File: src/include/mute_select_regs.svh
// register offsets, field positions and reset values of the mute source selectors
`ifndef MUTE_SELECT_REGS_SVH
`define MUTE_SELECT_REGS_SVH

`define PORT1_MUTE_CFG_OFFSET   32'h4000_001c
`define PORT2_MUTE_CFG_OFFSET   32'h4000_0020
`define MUTE_SEL_LSB            0
`define MUTE_SEL_MSB            2
`define MUTE_SEL_RESET          3'h0
`define MUTE_UNMAPPED_READ      32'h0000_0000

`endif

File: src/include/mute_select_pkg.sv
// types shared by the mute source selector design
package mute_select_pkg;

	typedef enum logic [2:0]
	{
		sel_constant_zero  = 3'h0,
		sel_data7_spi_clk  = 3'h1,
		sel_data8          = 3'h2,
		sel_data9          = 3'h3,
		sel_port2_hrx_clk  = 3'h4,
		sel_spi_master_out = 3'h5,
		sel_spi_chip_sel   = 3'h6,
		sel_spi_enable     = 3'h7
	} mute_source_type;

	// the seven selectable device pins, listed from code 7 down to code 1 (bit 0 is code 1)
	typedef struct packed
	{
		logic first_spi_enable_pin;
		logic first_spi_chip_select_pin;
		logic first_spi_master_out_pin;
		logic port2_high_rate_rx_clock;
		logic data9_pin;
		logic data8_pin;
		logic data7_spi_clock_pin;
	} mute_pins_type;

	typedef struct packed
	{
		logic [31:0] address;
		logic [31:0] write_data;
		logic        write_strobe;
		logic        read_strobe;
	} reg_request_type;

endpackage

File: src/design/audio_port_mute_source_select.sv
// mute source selector registers for the second and third audio ports
//
// The plain strobed port is this design's own decision.
`timescale 1ns/100ps
`default_nettype none
`include "mute_select_regs.svh"

module audio_port_mute_source_select
	import mute_select_pkg::*;
#(
	parameter bit has_third_port = 1'b1
)
(
	input  wire logic                           clock,
	input  wire logic                           reset,
	input  wire logic                           clock_enable,
	input  wire mute_select_pkg::reg_request_type request,
	output logic [31:0]                         read_data,
	input  wire mute_select_pkg::mute_pins_type   pins,
	output logic                                port1_mute,
	output logic                                port2_mute
);

	mute_source_type port1_mute_source_sel;
	mute_source_type port2_mute_source_sel;
	mute_source_type next_port1_sel;
	mute_source_type next_port2_sel;
	mute_source_type port2_effective_sel;
	logic [31:0]     next_read_data;
	logic            hit_port1;
	logic            hit_port2;

	// ==========================================================
	// address decode
	always_comb
	begin
		hit_port1 = 1'b0;
		hit_port2 = 1'b0;
		if (request.address == `PORT1_MUTE_CFG_OFFSET)
			hit_port1 = 1'b1;
		else if (request.address == `PORT2_MUTE_CFG_OFFSET)
			hit_port2 = has_third_port;
	end

	// ==========================================================
	// selector registers
	always_comb
	begin
		next_port1_sel = port1_mute_source_sel;
		next_port2_sel = port2_mute_source_sel;
		// reserved upper bits are dropped on write
		if (request.write_strobe && hit_port1)
			next_port1_sel = mute_source_type'(
				request.write_data[`MUTE_SEL_MSB:`MUTE_SEL_LSB]);
		if (request.write_strobe && hit_port2)
			next_port2_sel = mute_source_type'(
				request.write_data[`MUTE_SEL_MSB:`MUTE_SEL_LSB]);
	end

	always_ff @(posedge clock)
	begin
		if (reset)
		begin
			port1_mute_source_sel <= mute_source_type'(`MUTE_SEL_RESET);
			port2_mute_source_sel <= mute_source_type'(`MUTE_SEL_RESET);
		end
		else if (clock_enable)
		begin
			port1_mute_source_sel <= next_port1_sel;
			port2_mute_source_sel <= next_port2_sel;
		end
	end

	// ==========================================================
	// read path, data valid the cycle after the read strobe
	always_comb
	begin
		next_read_data = `MUTE_UNMAPPED_READ;
		if (request.read_strobe && hit_port1)
			next_read_data = {29'h0, port1_mute_source_sel};
		else if (request.read_strobe && hit_port2)
			next_read_data = {29'h0, port2_mute_source_sel};
	end

	always_ff @(posedge clock)
	begin
		if (reset)
			read_data <= `MUTE_UNMAPPED_READ;
		else if (clock_enable)
			read_data <= next_read_data;
	end

	// ==========================================================
	// multiplexers
	// a missing third port keeps its mute at constant zero
	assign port2_effective_sel = has_third_port ? port2_mute_source_sel
		: sel_constant_zero;

	mute_source_mux port1_mux
	(
		.clock        (clock),
		.reset        (reset),
		.clock_enable (clock_enable),
		.select       (port1_mute_source_sel),
		.pins         (pins),
		.mute         (port1_mute)
	);

	mute_source_mux port2_mux
	(
		.clock        (clock),
		.reset        (reset),
		.clock_enable (clock_enable),
		.select       (port2_effective_sel),
		.pins         (pins),
		.mute         (port2_mute)
	);

	// ==========================================================
	// checks
	write_port1_a: assert property (@(posedge clock) disable iff (reset)
		clock_enable && request.write_strobe && hit_port1
		|=> port1_mute_source_sel == $past(request.write_data[2:0]))
		else $error("port one selector write lost");

	write_port2_a: assert property (@(posedge clock) disable iff (reset)
		clock_enable && request.write_strobe && hit_port2
		|=> port2_mute_source_sel == $past(request.write_data[2:0]))
		else $error("port two selector write lost");

	reserved_zero_a: assert property (@(posedge clock) disable iff (reset)
		clock_enable && request.read_strobe |=> read_data[31:3] == 29'h0)
		else $error("reserved bits read nonzero");

	readback_a: assert property (@(posedge clock) disable iff (reset)
		clock_enable && request.read_strobe && hit_port1
		|=> read_data[2:0] == $past(port1_mute_source_sel))
		else $error("port one readback wrong");

	no_third_port_a: assert property (@(posedge clock) disable iff (reset)
		!has_third_port |-> ##1 !port2_mute)
		else $error("absent port mute not zero");

	reset_value_a: assert property (@(posedge clock)
		reset |=> port1_mute_source_sel == sel_constant_zero
		&& port2_mute_source_sel == sel_constant_zero && !port1_mute)
		else $error("selectors not cleared by reset");

	route_pin_a: assert property (@(posedge clock) disable iff (reset)
		clock_enable && port1_mute_source_sel == sel_port2_hrx_clk
		|=> port1_mute == $past(pins.port2_high_rate_rx_clock))
		else $error("receive clock not routed");

	freeze_a: assert property (@(posedge clock) disable iff (reset)
		!clock_enable |=> $stable(port1_mute_source_sel) && $stable(read_data))
		else $error("state moved with clock enable low");

	// ==========================================================
	// checks: per code routing and register access
	for (genvar code = 1; code < 8; code++)
	begin : gen_route
		route_port1_a: assert property (@(posedge clock) disable iff (reset)
			clock_enable && port1_mute_source_sel == mute_source_type'(code)
			|=> port1_mute == $past(pins[code - 1]))
			else $error("port one mute not routed");

		route_port2_a: assert property (@(posedge clock) disable iff (reset)
			clock_enable && has_third_port
			&& port2_mute_source_sel == mute_source_type'(code)
			|=> port2_mute == $past(pins[code - 1]))
			else $error("port two mute not routed");
	end

	for (genvar code = 0; code < 8; code++)
	begin : gen_code
		code_write1_a: assert property (@(posedge clock) disable iff (reset)
			clock_enable && request.write_strobe && hit_port1
			&& request.write_data[2:0] == 3'(code)
			|=> port1_mute_source_sel == mute_source_type'(code))
			else $error("port one code not stored");

		code_write2_a: assert property (@(posedge clock) disable iff (reset)
			clock_enable && request.write_strobe && hit_port2
			&& request.write_data[2:0] == 3'(code)
			|=> port2_mute_source_sel == mute_source_type'(code))
			else $error("port two code not stored");

		code_read1_a: assert property (@(posedge clock) disable iff (reset)
			clock_enable && request.read_strobe && hit_port1
			&& port1_mute_source_sel == mute_source_type'(code)
			|=> read_data == 32'(code))
			else $error("port one code not read back");

		code_read2_a: assert property (@(posedge clock) disable iff (reset)
			clock_enable && request.read_strobe && hit_port2
			&& port2_mute_source_sel == mute_source_type'(code)
			|=> read_data == 32'(code))
			else $error("port two code not read back");
	end

	// ==========================================================
	// checks: decode and read path
	readback_two_a: assert property (@(posedge clock) disable iff (reset)
		clock_enable && request.read_strobe && hit_port2
		|=> read_data[2:0] == $past(port2_mute_source_sel))
		else $error("port two readback wrong");

	read_idle_a: assert property (@(posedge clock) disable iff (reset)
		clock_enable && !request.read_strobe |=> read_data == 32'h0000_0000)
		else $error("read data not idle");

	read_unmapped_a: assert property (@(posedge clock) disable iff (reset)
		clock_enable && request.read_strobe && !hit_port1 && !hit_port2
		|=> read_data == 32'h0000_0000)
		else $error("unmapped read nonzero");

	lite_read_a: assert property (@(posedge clock) disable iff (reset)
		clock_enable && !has_third_port && request.read_strobe
		&& request.address == `PORT2_MUTE_CFG_OFFSET
		|=> read_data == 32'h0000_0000)
		else $error("absent port register readable");

	lite_sel_a: assert property (@(posedge clock) disable iff (reset)
		!has_third_port |-> port2_mute_source_sel == sel_constant_zero)
		else $error("absent port selector written");

	lite_effective_a: assert property (@(posedge clock)
		!has_third_port |-> port2_effective_sel == sel_constant_zero)
		else $error("absent port selection not zero");

	effective_a: assert property (@(posedge clock)
		has_third_port |-> port2_effective_sel == port2_mute_source_sel)
		else $error("port two selection not passed on");

	hit_exclusive_a: assert property (@(posedge clock)
		!(hit_port1 && hit_port2))
		else $error("both selectors decoded");

	hit_decode_a: assert property (@(posedge clock)
		hit_port1 == (request.address == `PORT1_MUTE_CFG_OFFSET))
		else $error("port one decode wrong");

	write_no_read_a: assert property (@(posedge clock) disable iff (reset)
		clock_enable && request.write_strobe |=> read_data == 32'h0000_0000)
		else $error("write produced read data");

	// ==========================================================
	// checks: holding, freezing and reset
	unmapped_write_a: assert property (@(posedge clock) disable iff (reset)
		request.write_strobe && !hit_port1 && !hit_port2
		|=> $stable(port1_mute_source_sel) && $stable(port2_mute_source_sel))
		else $error("unmapped write changed a selector");

	hold_one_a: assert property (@(posedge clock) disable iff (reset)
		!(request.write_strobe && hit_port1) |=> $stable(port1_mute_source_sel))
		else $error("port one selector moved");

	hold_two_a: assert property (@(posedge clock) disable iff (reset)
		!(request.write_strobe && hit_port2) |=> $stable(port2_mute_source_sel))
		else $error("port two selector moved");

	freeze_two_a: assert property (@(posedge clock) disable iff (reset)
		!clock_enable |=> $stable(port2_mute_source_sel))
		else $error("port two selector moved while frozen");

	freeze_mute_a: assert property (@(posedge clock) disable iff (reset)
		!clock_enable |=> $stable(port1_mute) && $stable(port2_mute))
		else $error("mute moved while frozen");

	zero_one_a: assert property (@(posedge clock) disable iff (reset)
		clock_enable && port1_mute_source_sel == sel_constant_zero
		|=> !port1_mute)
		else $error("port one mute not zero");

	zero_two_a: assert property (@(posedge clock) disable iff (reset)
		clock_enable && port2_effective_sel == sel_constant_zero
		|=> !port2_mute)
		else $error("port two mute not zero");

	reset_two_a: assert property (@(posedge clock)
		reset |=> !port2_mute && read_data == 32'h0000_0000)
		else $error("port two or read data not cleared");

	freeze_cover: cover property (@(posedge clock)
		!clock_enable && request.write_strobe && hit_port1);
	code7_cover: cover property (@(posedge clock)
		port1_mute_source_sel == sel_spi_enable && port1_mute);
	write_cover: cover property (@(posedge clock)
		request.write_strobe && hit_port2);
	read_cover: cover property (@(posedge clock)
		request.read_strobe && hit_port1);
	mute_cover: cover property (@(posedge clock) port1_mute && port2_mute);

endmodule

`default_nettype wire

File: src/design/mute_source_mux.sv
// one registered eight-way mute source multiplexer
`timescale 1ns/100ps
`default_nettype none

module mute_source_mux
	import mute_select_pkg::*;
(
	input  wire logic                           clock,
	input  wire logic                           reset,
	input  wire logic                           clock_enable,
	input  wire mute_select_pkg::mute_source_type select,
	input  wire mute_select_pkg::mute_pins_type   pins,
	output logic                                mute
);

	logic next_mute;

	// ==========================================================
	// selection
	always_comb
	begin
		case (select)
			sel_constant_zero:  next_mute = 1'b0;
			sel_data7_spi_clk:  next_mute = pins.data7_spi_clock_pin;
			sel_data8:          next_mute = pins.data8_pin;
			sel_data9:          next_mute = pins.data9_pin;
			sel_port2_hrx_clk:  next_mute = pins.port2_high_rate_rx_clock;
			sel_spi_master_out: next_mute = pins.first_spi_master_out_pin;
			sel_spi_chip_sel:   next_mute = pins.first_spi_chip_select_pin;
			default:            next_mute = pins.first_spi_enable_pin;
		endcase
	end

	// registered so the mute output is a flip-flop, one cycle behind pins
	always_ff @(posedge clock)
	begin
		if (reset)
			mute <= 1'b0;
		else if (clock_enable)
			mute <= next_mute;
	end

	mux_zero_a: assert property (@(posedge clock) disable iff (reset)
		clock_enable && select == sel_constant_zero |=> !mute)
		else $error("mute not zero for constant selection");

	mux_route_a: assert property (@(posedge clock) disable iff (reset)
		clock_enable && select != sel_constant_zero
		|=> mute == $past(pins[select - 3'h1]))
		else $error("mute does not follow the selected pin");

endmodule

`default_nettype wire

File: config.mk
export PLATFORM = sky130hd
export DESIGN_NAME = audio_port_mute_source_select
export DESIGN_NICKNAME = d
export VERILOG_FILES = /design/src/include/mute_select_pkg.sv /design/src/design/audio_port_mute_source_select.sv /design/src/design/mute_source_mux.sv
export VERILOG_INCLUDE_DIRS = /design/src /design/src/include
export SDC_FILE = /design/constraint.sdc
export NUM_CORES = 1
export LEC_CHECK = 0
export BUFFER_PORTS_ARGS = -buffer_cell sky130_fd_sc_hd__buf_2
export CORE_MARGIN = 2
export CORE_UTILIZATION = 34
export CTS_CLUSTER_DIAMETER = 200
export DETAILED_ROUTE_END_ITERATION = 12
export PLACE_DENSITY = 0.8
export SLEW_MARGIN = 10
export SYNTH_ARGS = -nofsm -noshare
export SYNTH_HDL_FRONTEND = slang
export SYNTH_SLANG_ARGS = --single-unit
File: constraint.sdc
create_clock -name clock -period 1.79 [get_ports clock]
set_clock_uncertainty 0.1 [all_clocks]
set_input_delay 0.179 -clock clock [delete_from_list [all_inputs] [get_ports clock]]
set_output_delay 0.179 -clock clock [all_outputs]
set_load 0.05 [all_outputs]
### Word-level counts from Yosys, hierarchy flattened

Index checks and enable logic that the tools add are counted.

* multiply operators: 0
* equality and inequality tests: 14
* multiplexer cells: 7
* div/mod/pow operators: 0
* add/sub/neg operators: 0
* magnitude comparators: 0
* reduce and logical (&&, ||, !) cells: 8
* shift operators: 0
* bitwise operators: 0

Operator list (count)
* 32-bit by 31-bit == test with 1-bit output, second input constant: 2
* 3-bit == test, second input constant: 6
* 1-bit case mux with 7 select lines: 2
* 3-bit by 2-bit == test with 1-bit output, second input constant: 4
* 3-bit by 1-bit == test with 1-bit output, second input constant: 2
* 3-bit logical NOT: 2
* 3-bit two-way mux: 2
* 1-bit logical AND: 4
* 2-bit AND reduction: 2
* 1-bit two-way mux: 3

* memories: 0
* input port bits: 76
* ROM bits: 0
* bits in latches: 0
* word-level logic and storage cells: 34
* RAM bits: 0
* flip-flop bits (word level): 40
* output and inout bits: 34

### Longest topological paths before layout

* depth after elaboration: 6
* gate-level depth with buffers: 4
* gate-level depth less buffers: 4

### By module

From an unflattened synthesis, not the netlist that was laid out.

* cell total of the unflattened synthesis: 97
* area, all modules: 987.2 µm²

Modules (own cells, without submodules)
* audio_port_mute_source_select: cells an instance 81, sequential area each 180.2 µm², area an instance 802.0 µm², times used 1
* mute_source_mux: cells an instance 8, sequential area each 20.0 µm², area an instance 92.6 µm², times used 2

### Least setup slack after synthesis

OpenSTA, ideal clock, no wires.

* path type: reg-to-reg
* start point: register port1_mute_source_sel[1]
* end point: register port1_mux.mute
* slack: 531 ps
* stages on the path, launching flop included: 5
* required time: 1615 ps
* clock period less this slack: 1259 ps
* arrival time: 1084 ps
* cell sequence: dfxtp_1 > buf_4 > mux2i_1 > mux4_2 > o22ai_1

* word-level cells in the longest chain between the ends: 2

Ends and longest elaborated chain
* from (decl): line audio_port_mute_source_select.sv:24 `mute_source_type port1_mute_source_sel;`
* from (signal assigned): line audio_port_mute_source_select.sv:64 `` port1_mute_source_sel <= mute_source_type'(`MUTE_SEL_RESET); ``
* from (signal assigned): line audio_port_mute_source_select.sv:69 `port1_mute_source_sel <= next_port1_sel;`
* 3-bit == test, or another cell as far along: line mute_source_mux.sv:22 `case (select)`
* 1-bit case mux with 7 select lines *: line mute_source_mux.sv:22
* to (signal assigned): line mute_source_mux.sv:40 `mute <= next_mute;`
* to (decl): line mute_source_mux.sv:13 `output logic mute`

Mark *: on every way between the ends. The rest lies on a longest branch, timed or not.
A chain may end at the register's enable or synchronous reset.

### Final worst setup path

Ends and elaborated chain as after synthesis.

==> results.cfg <==
[finish]
layout_common_cells = buf_2, conb_1, mux2i_1, dfxtp_1, nand2b_1
fill_cells = 287
final_common_cell = buf_2
seq_area_um2 = 220
nets = 228
drive_above_1_share_pct = 47.7
diodes = 0
multi_input_area_um2 = 651
area_growth_pct = 18.4

[yosys]
synthTopCellsByArea = buf_4, dfxtp_1, mux2i_1, nor4_2, nand2b_1
yosys_register_bits = 11
synth_compound_area_share_pct = 5.35
synth_top_area_cell = buf_4
netlist_instances = 100
yosys.area_share.simple_pct = 32.1
synth_top_family_by_area = simple AND/OR/NAND/NOR gates
syn_area_per_cell_um2 = 10.1
yosys.area.top_type_share_pct = 23.9
synthMuxAreaShare_pct = 16.4
ys_seq_area_share_pct = 21.9
synthXorXnorAreaFrac_pct = 0
synth_fa_ha_area_share_pct = 0
synth.distinct_cells = 21
syn_area_um2 = 1010
ys_warn_count = 0

[clock_network]
insertion_delay_ns = 0.27
h-tree-depth = 1
cts_resized = 0
clkTransAtPathRegs_ns = 0.07
ctsLongestPathBuffers = 2
cts_made_buffers = 3
clock_sinks = 11
post_cts_buffers = 0
cts_tree = done
clock-root-buffer = clkbuf_4
holdBufCountCts = 0

[drt]
vias = 805
viasPerCell = 4.42
routed_wl_um = 1830
first_pass_iters = 4
drtIter0Drc = 16
wl_per_cell_um = 10.0
drc = 0
antenna_left = 0

[placement]
place_congestion = 0.741
post-place-ws_ns = 0.378
portBuffers = 51

[worst_setup_path]
critPathLaunchType = flop
endpoint_kind = flop
cp_data_required_time_ns = 1.89
max_stage_delay_ns = 0.48
critPathMaxFanout = 6
cp.arrival_ns = 1.45
path_class = reg -> reg
path_cells = mux2i_1, mux4_2, o22ai_1
crit_slowest_cell = dfxtp_1

[floorplanning]
core_um2 = 2780
die_w_um = 58.4
io_pins = 110
rows = 19
die_area_um2 = 3410
die-height_um = 58.4
initial_utilization_pct = 36.2

[timing]
layout_setup_ws_ns = 0.435
tns_ns = 0
rsz0062_at_grt = no
finalCritPeriodShare_pct = 75.7
hold_viol_final = 0
timing.fmax_mhz = 738
slew_violations = 0
period_minus_slack_ns = 1.35
setup_viol = 0

[power_and_ir_drop]
power.density_nw_per_um2 = 531
p_leak_nw = 0.577
peakVddDrop_mv = 0.328

[grt]
grt_max_degree = 16
antenna_found_initial = 0
grt_remaining_overflow = 0
grt_pass1_vias = 695
grt_usage_pct = 11.0
grt_pass1_wl_um = 2870

[worst_hold_path]
hp-class = in -> reg

[run_status]
status = finished, final reports clean

[flow_run]
cap_violations = 0
==> stage by stage <==
step | utilization [%] | area (um^2) | power [mW] | hold slack [ns] | instances
finish | 42.8 | 1190 | 0.633 | 0.0941 | 182
global placement | 41.9 | 1160 | 0.470 | 0.357 | 178
global route | 42.8 | 1190 | 0.666 | 0.0853 | 182
detailed placement | 41.9 | 1160 | 0.472 | 0.355 | 178
CTS | 42.8 | 1190 | 0.639 | 0.0872 | 182
floorplan | - | 1110 | 0.458 | 0.231 | 128
==> worst max-delay path, delay by kind of cell, from the launching register on <==
kind               cells  cell delay [ns]
muxes                  2             0.58
DFF                    1             0.48
AOI/OAI and AO/OA      1             0.12
==> cells in the mapped netlist, drive strengths merged <==
master,count
a21oi,3
a22o,3
and2b,1
and4,2
and4b,1
buf,32
conb,1
dfxtp,11
mux2i,12
mux4,2
nand2,2
nand2b,9
nand4,5
nor3,1
nor4,5
nor4b,2
o22ai,2
or2b,6
==> path summary, 6_finish.rpt <==
check | slack [ns] | cells past startpoint | to | start
setup / recovery | 0.44 | 3 | port1_mux.mute | port1_mute_source_sel[1]
hold / removal | 0.09 | 3 | read_data[0] | request[0]
setup reg to reg | 0.44 | 3 | port1_mux.mute | port1_mute_source_sel[1]
hold reg to reg | 0.36 | 2 | read_data[2] | read_data[2]
==> per-layer routing <==
layer,routed length (um),vias up,global-route usage [%]
met2,946,33,19.3
met1,731,366,12.1
met3,143,2,5.27
met5,0,-,0
met4,6,0,1.99
li1,-,404,-
==> registers in the layout, indices dropped and copies added, names as in the netlist <==
name / cells
port1_mux.mute: 1
port1_mute_source_sel: 3
read_data: 3
port2_mux.mute: 1
port2_effective_sel: 3
==> cells by family after synthesis <==
family / count (synthesis)
AO/OA/AOI/OAI: 8
buffers and inverters: 32
flip-flops: 11
multiplexers: 14
other: 1
AND/OR/NAND/NOR: 34
==> cell type report <==
class / count / share of cell area [%]
multi-input cells: 85 / 54.6
clock buffers: 4 / 2.21
flip-flops and latches: 11 / 18.5
repair buffers: 51 / 21.4
well taps: 31 / 3.26
==> report_power, final <==
| part | internal, mW | switching [mW] | leakage (nW) | total (mW) |
|---|---|---|---|---|
| combinational | 0.0528 | 0.169 | 0.473 | 0.222 |
| sequential | 0.245 | 0.0000000000203 | 0.0885 | 0.245 |
| clock | 0.0863 | 0.0801 | 0.0150 | 0.166 |
| total | 0.384 | 0.249 | 0.577 | 0.633 |
Note: power is estimated with default switching activity, not from simulation.
